### src/design/ptp_adjust_map.svh
`ifndef PTP_ADJUST_MAP_SVH
`define PTP_ADJUST_MAP_SVH

`define ADDR_W                 9
`define OFS_TEMP_RATE_COUNT    9'h124
`define OFS_STEP_ADJUST        9'h128
`define OFS_COMPARE_SEC_A      9'h12C
`define OFS_COMPARE_NS_A       9'h130
`define OFS_REARM_SEC_A        9'h134
`define OFS_REARM_NS_A         9'h138
`define OFS_COMPARE_SEC_B      9'h13C
`define OFS_COMPARE_NS_B       9'h140
`define OFS_REARM_SEC_B        9'h144
`define OFS_REARM_NS_B         9'h148
`define OFS_COMMAND            9'h1F0
`define OFS_CHANNEL_CONFIG     9'h1F4
`define OFS_TEMP_REMAINING     9'h1F8
`define OFS_CLOCK_SEC          9'h1E0
`define OFS_CLOCK_NS           9'h1E4

`define CMD_TARGET_READ_A      0
`define CMD_TARGET_READ_B      1
`define CMD_STEP_SECONDS       2
`define CMD_STEP_NANOSECONDS   3
`define CMD_TEMP_RATE_START    4

`define CFG_ENABLE_A           0
`define CFG_RELOAD_ADD_A       1
`define CFG_ENABLE_B           2
`define CFG_RELOAD_ADD_B       3
`define CFG_W                  4

`define STEP_DIR_BIT           31
`define RATE_DIR_BIT           31
`define NS_W                   30
`define STEP_SEC_W             4
`define RESET_WORD             32'h00000000
`define RESERVED_NS_BITS       2'h0

`define NS_PER_SEC             30'h3B9ACA00
`define REF_PERIOD_NS          30'h0000000A
`define PERIOD_SLOW_NS         30'h00000009
`define PERIOD_FAST_NS         30'h0000000B

`endif

### src/design/ptp_adjust_pkg.sv
`include "ptp_adjust_map.svh"

package ptp_adjust_pkg;

	typedef struct packed
	{
		logic [31:0]         seconds;
		logic [`NS_W-1:0]    nanoseconds;
	} ptp_time_type;

	typedef struct packed
	{
		logic [`ADDR_W-1:0]  addr;
		logic [31:0]         wdata;
		logic                wr;
		logic                rd;
	} reg_req_type;

	typedef struct packed
	{
		logic                wr_sec;
		logic                wr_ns;
		logic                wr_rearm_sec;
		logic                wr_rearm_ns;
		logic [31:0]         wdata;
		logic                target_read;
		logic                enable;
		logic                reload_add;
	} channel_ctl_type;

	typedef struct packed
	{
		logic [31:0]         compare_sec;
		logic [`NS_W-1:0]    compare_ns;
		logic [31:0]         rearm_sec;
		logic [`NS_W-1:0]    rearm_ns;
	} channel_view_type;

	// Adds seconds and nanoseconds, folding one nanosecond overflow into the seconds.
	function automatic ptp_time_type time_add(ptp_time_type t, logic [31:0] sec, logic [`NS_W-1:0] ns);
		logic [`NS_W:0] sum;
		ptp_time_type   r;
		sum = {1'b0, t.nanoseconds} + {1'b0, ns};
		r.seconds = t.seconds + sec;
		r.nanoseconds = sum[`NS_W-1:0];
		if (sum >= {1'b0, `NS_PER_SEC})
		begin
			r.nanoseconds = sum[`NS_W-1:0] - `NS_PER_SEC;
			r.seconds = t.seconds + sec + 32'h00000001;
		end
		return r;
	endfunction

	function automatic logic time_reached(ptp_time_type now, ptp_time_type tgt);
		return (now.seconds > tgt.seconds) ||
			((now.seconds == tgt.seconds) && (now.nanoseconds >= tgt.nanoseconds));
	endfunction

endpackage

### src/design/ptp_clock_adjust.sv
// Operation
// - Hold a 32-bit count of reference cycles for the temporary rate.
// - Step direction bit 31: zero subtracts the step, one adds it.
// - Nanosecond steps only ever add; subtraction is not offered.
// - A seconds step uses only the low four bits of the amount.
// - Each channel compares its target with the clock and raises a match event.
// - Target nanoseconds in bits 29 to 0; bits 31 to 30 read as zero.
// - Target halves take effect together only after both are written.
// - Target reads return the last written half, or the snapshot taken by the target-read command.
// - The target-read command overwrites uncommitted written target halves.
// - On a match the target is loaded with, or advanced by, the reload value.
// - Reload halves take effect together only after both are written.
// - The clock advances a nominal 10 ns each reference cycle.
// - While temporary, its adjustment feeds the sub-nanosecond accumulator.
// - Reload nanoseconds in bits 29 to 0; bits 31 to 30 read as zero.
//
// The address-and-strobe port was chosen for this implementation.
`timescale 1ns/100ps
`default_nettype none
`include "ptp_adjust_map.svh"

module ptp_clock_adjust
(
	input  wire logic                          ref_clk_i,          // Reference clock.
	input  wire logic                          rstn_i,             // Asynchronous reset, active low.
	input  wire ptp_adjust_pkg::reg_req_type   reg_req_i,          // Register address, data and strobes.
	output logic [31:0]                        reg_rdata_o,        // Read data, one cycle after the strobe.
	input  wire logic [31:0]                   base_rate_adj_i,    // Base rate adjustment word.
	input  wire logic [31:0]                   temp_rate_adj_i,    // Temporary rate adjustment word.
	output ptp_adjust_pkg::ptp_time_type       clock_time_o,       // Running clock value.
	output logic                               event_a_o,          // Channel A compare event pulse.
	output logic                               event_b_o           // Channel B compare event pulse.
);
	import ptp_adjust_pkg::*;

	typedef struct packed
	{
		ptp_time_type        now;
		logic [31:0]         temp_count;
		logic [31:0]         step;
		logic [`CFG_W-1:0]   config_bits;
		logic [31:0]         rdata;
	} main_state_type;

	main_state_type    state_reg;
	main_state_type    state_next;
	channel_ctl_type   ctl_a;
	channel_ctl_type   ctl_b;
	channel_view_type  view_a;
	channel_view_type  view_b;
	logic [`NS_W-1:0]  increment;
	logic [31:0]       remaining;
	logic              cmd_write;
	logic              target_read_a;
	logic              target_read_b;
	logic              step_seconds;
	logic              step_nanoseconds;
	logic              temp_start;
	logic              match_a;
	logic              match_b;

	function automatic logic write_to(reg_req_type req, logic [`ADDR_W-1:0] ofs);
		return req.wr && (req.addr == ofs);
	endfunction

	function automatic logic [31:0] ns_word(logic [`NS_W-1:0] ns);
		return {`RESERVED_NS_BITS, ns};
	endfunction

	// Command bits act for one cycle only; the command word reads back as zero.
	assign cmd_write = write_to(reg_req_i, `OFS_COMMAND);
	assign target_read_a = cmd_write && reg_req_i.wdata[`CMD_TARGET_READ_A];
	assign target_read_b = cmd_write && reg_req_i.wdata[`CMD_TARGET_READ_B];
	assign step_seconds = cmd_write && reg_req_i.wdata[`CMD_STEP_SECONDS];
	assign step_nanoseconds = cmd_write && reg_req_i.wdata[`CMD_STEP_NANOSECONDS];
	assign temp_start = cmd_write && reg_req_i.wdata[`CMD_TEMP_RATE_START];

	always_comb
	begin
		ctl_a = '0;
		ctl_a.wdata = reg_req_i.wdata;
		ctl_a.wr_sec = write_to(reg_req_i, `OFS_COMPARE_SEC_A);
		ctl_a.wr_ns = write_to(reg_req_i, `OFS_COMPARE_NS_A);
		ctl_a.wr_rearm_sec = write_to(reg_req_i, `OFS_REARM_SEC_A);
		ctl_a.wr_rearm_ns = write_to(reg_req_i, `OFS_REARM_NS_A);
		ctl_a.target_read = target_read_a;
		ctl_a.enable = state_reg.config_bits[`CFG_ENABLE_A];
		ctl_a.reload_add = state_reg.config_bits[`CFG_RELOAD_ADD_A];
	end

	always_comb
	begin
		ctl_b = '0;
		ctl_b.wdata = reg_req_i.wdata;
		ctl_b.wr_sec = write_to(reg_req_i, `OFS_COMPARE_SEC_B);
		ctl_b.wr_ns = write_to(reg_req_i, `OFS_COMPARE_NS_B);
		ctl_b.wr_rearm_sec = write_to(reg_req_i, `OFS_REARM_SEC_B);
		ctl_b.wr_rearm_ns = write_to(reg_req_i, `OFS_REARM_NS_B);
		ctl_b.target_read = target_read_b;
		ctl_b.enable = state_reg.config_bits[`CFG_ENABLE_B];
		ctl_b.reload_add = state_reg.config_bits[`CFG_RELOAD_ADD_B];
	end

	// Two identical channels, each with its own registers and event.
	ptp_compare_channel channel_a
	(
		.ref_clk_i (ref_clk_i),
		.rstn_i    (rstn_i),
		.ctl_i     (ctl_a),
		.now_i     (state_reg.now),
		.view_o    (view_a),
		.match_o   (match_a)
	);

	ptp_compare_channel channel_b
	(
		.ref_clk_i (ref_clk_i),
		.rstn_i    (rstn_i),
		.ctl_i     (ctl_b),
		.now_i     (state_reg.now),
		.view_o    (view_b),
		.match_o   (match_b)
	);

	ptp_rate_select rate
	(
		.ref_clk_i   (ref_clk_i),
		.rstn_i      (rstn_i),
		.start_i     (temp_start),
		.duration_i  (state_reg.temp_count),
		.base_adj_i  (base_rate_adj_i),
		.temp_adj_i  (temp_rate_adj_i),
		.increment_o (increment),
		.remaining_o (remaining)
	);

	always_comb
	begin
		logic [31:0]      sec_step;
		logic [`NS_W-1:0] ns_add;
		sec_step = {28'h0000000, state_reg.step[`STEP_SEC_W-1:0]};
		ns_add = increment;
		state_next = state_reg;
		state_next.rdata = 32'h00000000;

		if (write_to(reg_req_i, `OFS_TEMP_RATE_COUNT))
			state_next.temp_count = reg_req_i.wdata;
		if (write_to(reg_req_i, `OFS_STEP_ADJUST))
			state_next.step = {reg_req_i.wdata[`STEP_DIR_BIT], 1'b0, reg_req_i.wdata[`NS_W-1:0]};
		if (write_to(reg_req_i, `OFS_CHANNEL_CONFIG))
			state_next.config_bits = reg_req_i.wdata[`CFG_W-1:0];

		// A nanosecond step always adds and replaces this cycle's increment.
		if (step_nanoseconds)
			ns_add = state_reg.step[`NS_W-1:0];
		state_next.now = time_add(state_reg.now, 32'h00000000, ns_add);
		if (step_seconds)
		begin
			if (state_reg.step[`STEP_DIR_BIT])
				state_next.now.seconds = state_next.now.seconds + sec_step;
			else
				state_next.now.seconds = state_next.now.seconds - sec_step;
		end

		if (reg_req_i.rd)
		begin
			case (reg_req_i.addr)
				`OFS_TEMP_RATE_COUNT:
					state_next.rdata = state_reg.temp_count;
				`OFS_STEP_ADJUST:
					state_next.rdata = state_reg.step;
				`OFS_COMPARE_SEC_A:
					state_next.rdata = view_a.compare_sec;
				`OFS_COMPARE_NS_A:
					state_next.rdata = ns_word(view_a.compare_ns);
				`OFS_REARM_SEC_A:
					state_next.rdata = view_a.rearm_sec;
				`OFS_REARM_NS_A:
					state_next.rdata = ns_word(view_a.rearm_ns);
				`OFS_COMPARE_SEC_B:
					state_next.rdata = view_b.compare_sec;
				`OFS_COMPARE_NS_B:
					state_next.rdata = ns_word(view_b.compare_ns);
				`OFS_REARM_SEC_B:
					state_next.rdata = view_b.rearm_sec;
				`OFS_REARM_NS_B:
					state_next.rdata = ns_word(view_b.rearm_ns);
				`OFS_CHANNEL_CONFIG:
					state_next.rdata = {28'h0000000, state_reg.config_bits};
				`OFS_TEMP_REMAINING:
					state_next.rdata = remaining;
				`OFS_CLOCK_SEC:
					state_next.rdata = state_reg.now.seconds;
				`OFS_CLOCK_NS:
					state_next.rdata = ns_word(state_reg.now.nanoseconds);
				default:
					state_next.rdata = 32'h00000000;
			endcase
		end
	end

	always_ff @(posedge ref_clk_i or negedge rstn_i)
	begin
		if (!rstn_i)
			state_reg <= '0;
		else
			state_reg <= state_next;
	end

	assign reg_rdata_o = state_reg.rdata;
	assign clock_time_o = state_reg.now;
	assign event_a_o = match_a;
	assign event_b_o = match_b;

endmodule
`default_nettype wire

### src/design/ptp_compare_channel.sv
`timescale 1ns/100ps
`default_nettype none
`include "ptp_adjust_map.svh"

module ptp_compare_channel
(
	input  wire logic                             ref_clk_i,  // Reference clock.
	input  wire logic                             rstn_i,     // Asynchronous reset, active low.
	input  wire ptp_adjust_pkg::channel_ctl_type  ctl_i,      // Writes, commands and mode.
	input  wire ptp_adjust_pkg::ptp_time_type     now_i,      // Running clock value.
	output ptp_adjust_pkg::channel_view_type      view_o,     // Readback of the channel.
	output logic                                  match_o     // One-cycle compare event.
);
	import ptp_adjust_pkg::*;

	typedef struct packed
	{
		channel_view_type shown;
		logic             sec_written;
		logic             ns_written;
		logic             rsec_written;
		logic             rns_written;
		ptp_time_type     target;
		ptp_time_type     rearm;
		logic             match;
	} channel_state_type;

	channel_state_type state_reg;
	channel_state_type state_next;

	always_comb
	begin
		state_next = state_reg;
		state_next.match = 1'b0;
		if (ctl_i.wr_sec)
		begin
			state_next.shown.compare_sec = ctl_i.wdata;
			state_next.sec_written = 1'b1;
		end
		if (ctl_i.wr_ns)
		begin
			state_next.shown.compare_ns = ctl_i.wdata[`NS_W-1:0];
			state_next.ns_written = 1'b1;
		end
		if (ctl_i.wr_rearm_sec)
		begin
			state_next.shown.rearm_sec = ctl_i.wdata;
			state_next.rsec_written = 1'b1;
		end
		if (ctl_i.wr_rearm_ns)
		begin
			state_next.shown.rearm_ns = ctl_i.wdata[`NS_W-1:0];
			state_next.rns_written = 1'b1;
		end
		if (ctl_i.enable && time_reached(now_i, state_reg.target))
		begin
			state_next.match = 1'b1;
			state_next.target = ctl_i.reload_add ?
				time_add(state_reg.target, state_reg.rearm.seconds, state_reg.rearm.nanoseconds) :
				state_reg.rearm;
		end
		if (state_next.sec_written && state_next.ns_written)
		begin
			state_next.target = '{seconds: state_next.shown.compare_sec,
				nanoseconds: state_next.shown.compare_ns};
			state_next.sec_written = 1'b0;
			state_next.ns_written = 1'b0;
		end
		if (state_next.rsec_written && state_next.rns_written)
		begin
			state_next.rearm = '{seconds: state_next.shown.rearm_sec,
				nanoseconds: state_next.shown.rearm_ns};
			state_next.rsec_written = 1'b0;
			state_next.rns_written = 1'b0;
		end
		if (ctl_i.target_read)
		begin
			state_next.shown.compare_sec = state_next.target.seconds;
			state_next.shown.compare_ns = state_next.target.nanoseconds;
			state_next.sec_written = 1'b0;
			state_next.ns_written = 1'b0;
		end
	end

	always_ff @(posedge ref_clk_i or negedge rstn_i)
	begin
		if (!rstn_i)
			state_reg <= '0;
		else
			state_reg <= state_next;
	end

	assign view_o = state_reg.shown;
	assign match_o = state_reg.match;

endmodule
`default_nettype wire

### src/design/ptp_rate_select.sv
`timescale 1ns/100ps
`default_nettype none
`include "ptp_adjust_map.svh"

module ptp_rate_select
(
	input  wire logic           ref_clk_i,     // Reference clock.
	input  wire logic           rstn_i,        // Asynchronous reset, active low.
	input  wire logic           start_i,       // Pulse: begin temporary rate.
	input  wire logic [31:0]    duration_i,    // Temporary rate length in cycles.
	input  wire logic [31:0]    base_adj_i,    // Base rate adjustment word.
	input  wire logic [31:0]    temp_adj_i,    // Temporary rate adjustment word.
	output logic [`NS_W-1:0]    increment_o,   // Nanoseconds to add next cycle.
	output logic [31:0]         remaining_o    // Temporary cycles left.
);
	import ptp_adjust_pkg::*;

	typedef struct packed
	{
		logic [31:0]      subns;
		logic [31:0]      remaining;
		logic [`NS_W-1:0] increment;
	} rate_state_type;

	rate_state_type state_reg;
	rate_state_type state_next;

	always_comb
	begin
		logic [31:0] adj;
		logic [32:0] sum;
		adj = base_adj_i;
		sum = 33'h000000000;
		state_next = state_reg;
		if (state_reg.remaining != 32'h00000000)
		begin
			adj = temp_adj_i;
			state_next.remaining = state_reg.remaining - 32'h00000001;
		end
		if (start_i)
			state_next.remaining = duration_i;
		sum = {1'b0, state_reg.subns} + {3'h0, adj[`NS_W-1:0]};
		state_next.subns = sum[31:0];
		state_next.increment = `REF_PERIOD_NS;
		if (sum[32])
			state_next.increment = adj[`RATE_DIR_BIT] ? `PERIOD_FAST_NS : `PERIOD_SLOW_NS;
	end

	always_ff @(posedge ref_clk_i or negedge rstn_i)
	begin
		if (!rstn_i)
			state_reg <= '{subns: 32'h00000000, remaining: 32'h00000000, increment: `REF_PERIOD_NS};
		else
			state_reg <= state_next;
	end

	assign increment_o = state_reg.increment;
	assign remaining_o = state_reg.remaining;

endmodule
`default_nettype wire

### config.mk
export PLATFORM = sky130hd
export DESIGN_NAME = ptp_clock_adjust
export DESIGN_NICKNAME = d
export VERILOG_FILES = /design/src/design/ptp_adjust_pkg.sv /design/src/design/ptp_clock_adjust.sv /design/src/design/ptp_compare_channel.sv /design/src/design/ptp_rate_select.sv
export VERILOG_INCLUDE_DIRS = /design/src /design/src/design
export SDC_FILE = /design/constraint.sdc
export NUM_CORES = 2
export LEC_CHECK = 0
export BUFFER_PORTS_ARGS = -buffer_cell sky130_fd_sc_hd__buf_4
export CORE_ASPECT_RATIO = 1.75
export CORE_MARGIN = 10
export CORE_UTILIZATION = 55
export DETAILED_ROUTE_END_ITERATION = 10
export HOLD_SLACK_MARGIN = 0.1
export PLACE_DENSITY = 0.81
export SLEW_MARGIN = 5
export SYNTH_ARGS = -nofsm -noshare
export SYNTH_HDL_FRONTEND = slang
export SYNTH_SLANG_ARGS = --single-unit
### constraint.sdc
create_clock -name ref_clk_i -period 14.31 [get_ports ref_clk_i]
set_input_delay 4.293 -clock ref_clk_i [delete_from_list [all_inputs] [get_ports ref_clk_i]]
set_output_delay 4.293 -clock ref_clk_i [all_outputs]
set_load 0.1 [all_outputs]
==> impl_results.md <==
* Register area at 18,350 µm²
* CP most frequent cell: a21oi_1
* Mux share of post-synthesis cell area at 11.60%
* DR WL/cell at 31.40 µm
* Initial core utilization at 55.40%
* Library cells used by synthesis at 112
* Die height at 427.8 µm
* Seq cells post-synth at 733
* Area Growth Syn to Fin at 8.813%
* Main combinational cell family by area after synthesis: compound AO/OA/AOI/OAI gates
* Iter 0 DRT Violations at 5,558
* Hold Violations, Final at 0
* Multi-input gate area at 31,420 µm²
* F_max at 77.24 MHz
* Most used routing layer: met2
* Post-Synth XOR/XNOR Area at 5.425%
* Layout cells sized above 1 at 16.02%
* Hold endpoint: rate.remaining_o[30]
* Main flop type after synthesis: dfrtp_1
* Static Leak at 28.31 nW
* CP arrival at 13,460 ps
* Nets at 6,009
* Global route overflow at 0
* Vias in the first global route at 47,050
* Hold Buf Count CTS at 0
* Syn. warnings at 0
* Hold_sp: state_reg[98]
* Reg2reg setup slack at 5430 ps
* Cell Pwr Density at 126.6 nW/µm²
* Setup repair bufs after CTS at 0
* CTS Buffer Depth at 3
* Comb power frac at 34.3%
* Worst path bufs/invs at 2
* Status: finished clean
* Crit path time final at 12,950 ps
* Die W at 253.0 µm
* GRT Util Overall at 39.14%
* DRT Pass-1 Iters at 10
* Cts repair resizes at 0
* Crit path max fanout at 8
* Num CTS Buffers at 74
* First-pass GRT wire length at 310.6 mm
* Proportion of netlist area held by the largest area contributor at 35.05%
* Initial antenna violation count at 25
* R2r worst-path depth at 31
* Sequential power share at 36.3%
* Crit Path Category: in2reg
* Synth area leader: dfrtp_1
* Slew Limit Fails at 0
* H-tree levels at 3
* Avg Cell Area, Syn at 9.386 µm²
* Type of the most critical hold path: reg2reg
* CTS root buf: clkbuf_16
* FF-to-FF End: clock_time_o[60]
* Fillers at 7,954
* Worst R2R Start: state_reg[36]
* CP top delay family: compound AO/OA/AOI/OAI gates
* Worst path required time at 14,830 ps
* Clock transition at path regs at 70 ps
* Crit path depth at 35
* Synth Cell Area at 52,260 µm²
* Total wire length at 214.4 mm
* Worst Setup Start Kind: input port
* FFs w/ async S/R, synth at 100.0%
* Placed inst area at 54,290 µm²
* GRT met2 Usage at 61.42%
* Final Cell Area at 56,870 µm²
* Routed Antenna Nets at 0
* Unrepaired setup endpoints after global routing: no
* Core area at 94,330 µm²
* DRC at 0
* Area share of fa/ha/maj cells after synthesis at 8.647%
* VDD IR-drop max at 0.1364 mV
* Largest net degree at the start of global routing at 155
* Vias post-DR at 47,350
* Worst Hold Depth at 2
* Final setup viols at 0
* Worst Skew at 40.38 ps
* Met3 Use GR at 11.23%
* Net Sw Frac at 39.72%
* Simple-Gate Fraction of Synth Area at 14.05%
* CTS tree: yes
* Clock Power Share at 29.3%
* Vias per inst at 6.936
* M1 GR Usage at 41.95%
* Worst Tran Pin Value at 1360 ps
* Dpl hpwl at 156.6 mm
* Critical Path Sink Type: flip-flop
* Complex-gate fraction of the synthesized area at 20.07%
* Ranking of synthesized cells by area: dfrtp_1, ha_1, mux2_2
* Clock sinks at 733
* IO Port Bufs at 202
* Max_cap viols at 0
* Count of mapped cells out of synthesis at 5,568
* Slew HR at 8.372%
* Io pins at 205
* Number of synthesized flops with an enable pin at 0
* Sw power at 2.860 mW
* Clk_lat worst skew at 700 ps
* Worst path max stage delay at 670 ps
* Commonest cells post-synth: dfrtp_1, nand2_1, mux2_2, nor2_1, ha_1
* Fin crit share at 90.47%
* Slowest cell on the critical path: a311oi_1
* Die area at 108,200 µm²
* Internal power at 4.340 mW
* Top-count cell post-synth: dfrtp_1
* Routability cong. at 1.051
* Sequential fraction of the synthesis area at 35.10%
* Setup tns final at 0 ps
* FP Rows at 149
* Syn nets at 6,034
[power by group through the flow]
stage               combinational (mW)  sequential (mW)  clock (mW)
floorplan                         1.83             2.44           0
global placement                  2.35             2.61           0
detailed placement                2.41             2.62           0
CTS                               2.43             2.58        2.10
global route                      2.68             2.62        2.18
finish                            2.47             2.62        2.11
[per-stage QoR]
stage / total power, mW / hold slack [ps] / std cells / util (%) / setup slack [ps]
2_1_floorplan: 4.271 / 432.7 / 5568 / - / 2446
3_3_place_gp: 4.967 / 463.4 / 6675 / 57.55 / 1079
3_5_place_dp: 5.030 / 489.8 / 6675 / 57.55 / 997.7
4_1_cts: 7.116 / 488.7 / 6806 / 60.22 / 1679
5_1_grt: 7.477 / 520.1 / 6809 / 60.24 / 815.2
6_report: 7.201 / 493.7 / 6827 / 60.28 / 1364
[worst max-delay path by stage]
stage / startpoint / to / slack (ps)
after CTS: reg_req_i[35] / clock_time_o[60] / 1680
after global placement: reg_req_i[35] / clock_time_o[60] / 1080
after detailed placement: reg_req_i[35] / clock_time_o[60] / 1000
after global routing: reg_req_i[35] / clock_time_o[60] / 820
after floorplan: reg_req_i[35] / clock_time_o[60] / 2450
final: reg_req_i[35] / clock_time_o[60] / 1360
[area by class of cell]
cell class | count | area share (%)
multi-input cells | 4231 | 55.25
flip-flops and latches | 733 | 32.26
repair buffers | 293 | 3.925
clock buffers | 100 | 3.751
well taps | 1208 | 2.658
inverters | 210 | 1.386
clock inverters | 31 | 0.6755
diodes | 21 | 0.09241
[worst min-delay path: cells and delay by family, from the launching register on]
family / cells / cell delay (ps)
compound gates: 1 / 70
flops: 1 / 370
simple gates: 1 / 50
[layer usage]
layer,vias to the layer above,wire [µm]
met5,-,190
met4,26,24270
met3,976,21460
met2,2795,96540
met1,23140,71910
li1,20410,-
[cells in the final DEF, fill, tap and decap left out, drive strengths merged, types with 39 or more instances in the layout]
cell	instances
o211ai	39
o21ai	217
nand4	61
ha	350
dfrtp	732
clkbuf	100
and2	46
o21a	82
mux2	372
a21oi	330
xnor2	215
nor4	48
a21o	149
nor2b	45
nor2	356
xor2	107
nand3	89
a22oi	67
nand2b	41
a22o	45
a221oi	85
nand2	477
and3	104
inv	215
nor3	91
a31oi	83
a211oi	84
mux2i	187
buf	293
[kinds of logic after synthesis]
| kind of cell | after synthesis |
|---|---|
| flip-flops | 733 |
| adder cells (fa/ha/maj) | 357 |
| XOR/XNOR | 322 |
| buffers and inverters | 604 |
| multiplexers | 559 |
| AO/OA/AOI/OAI | 1492 |
| AND/OR/NAND/NOR | 1501 |
No activity file was read; power rests on OpenSTA's default activity.
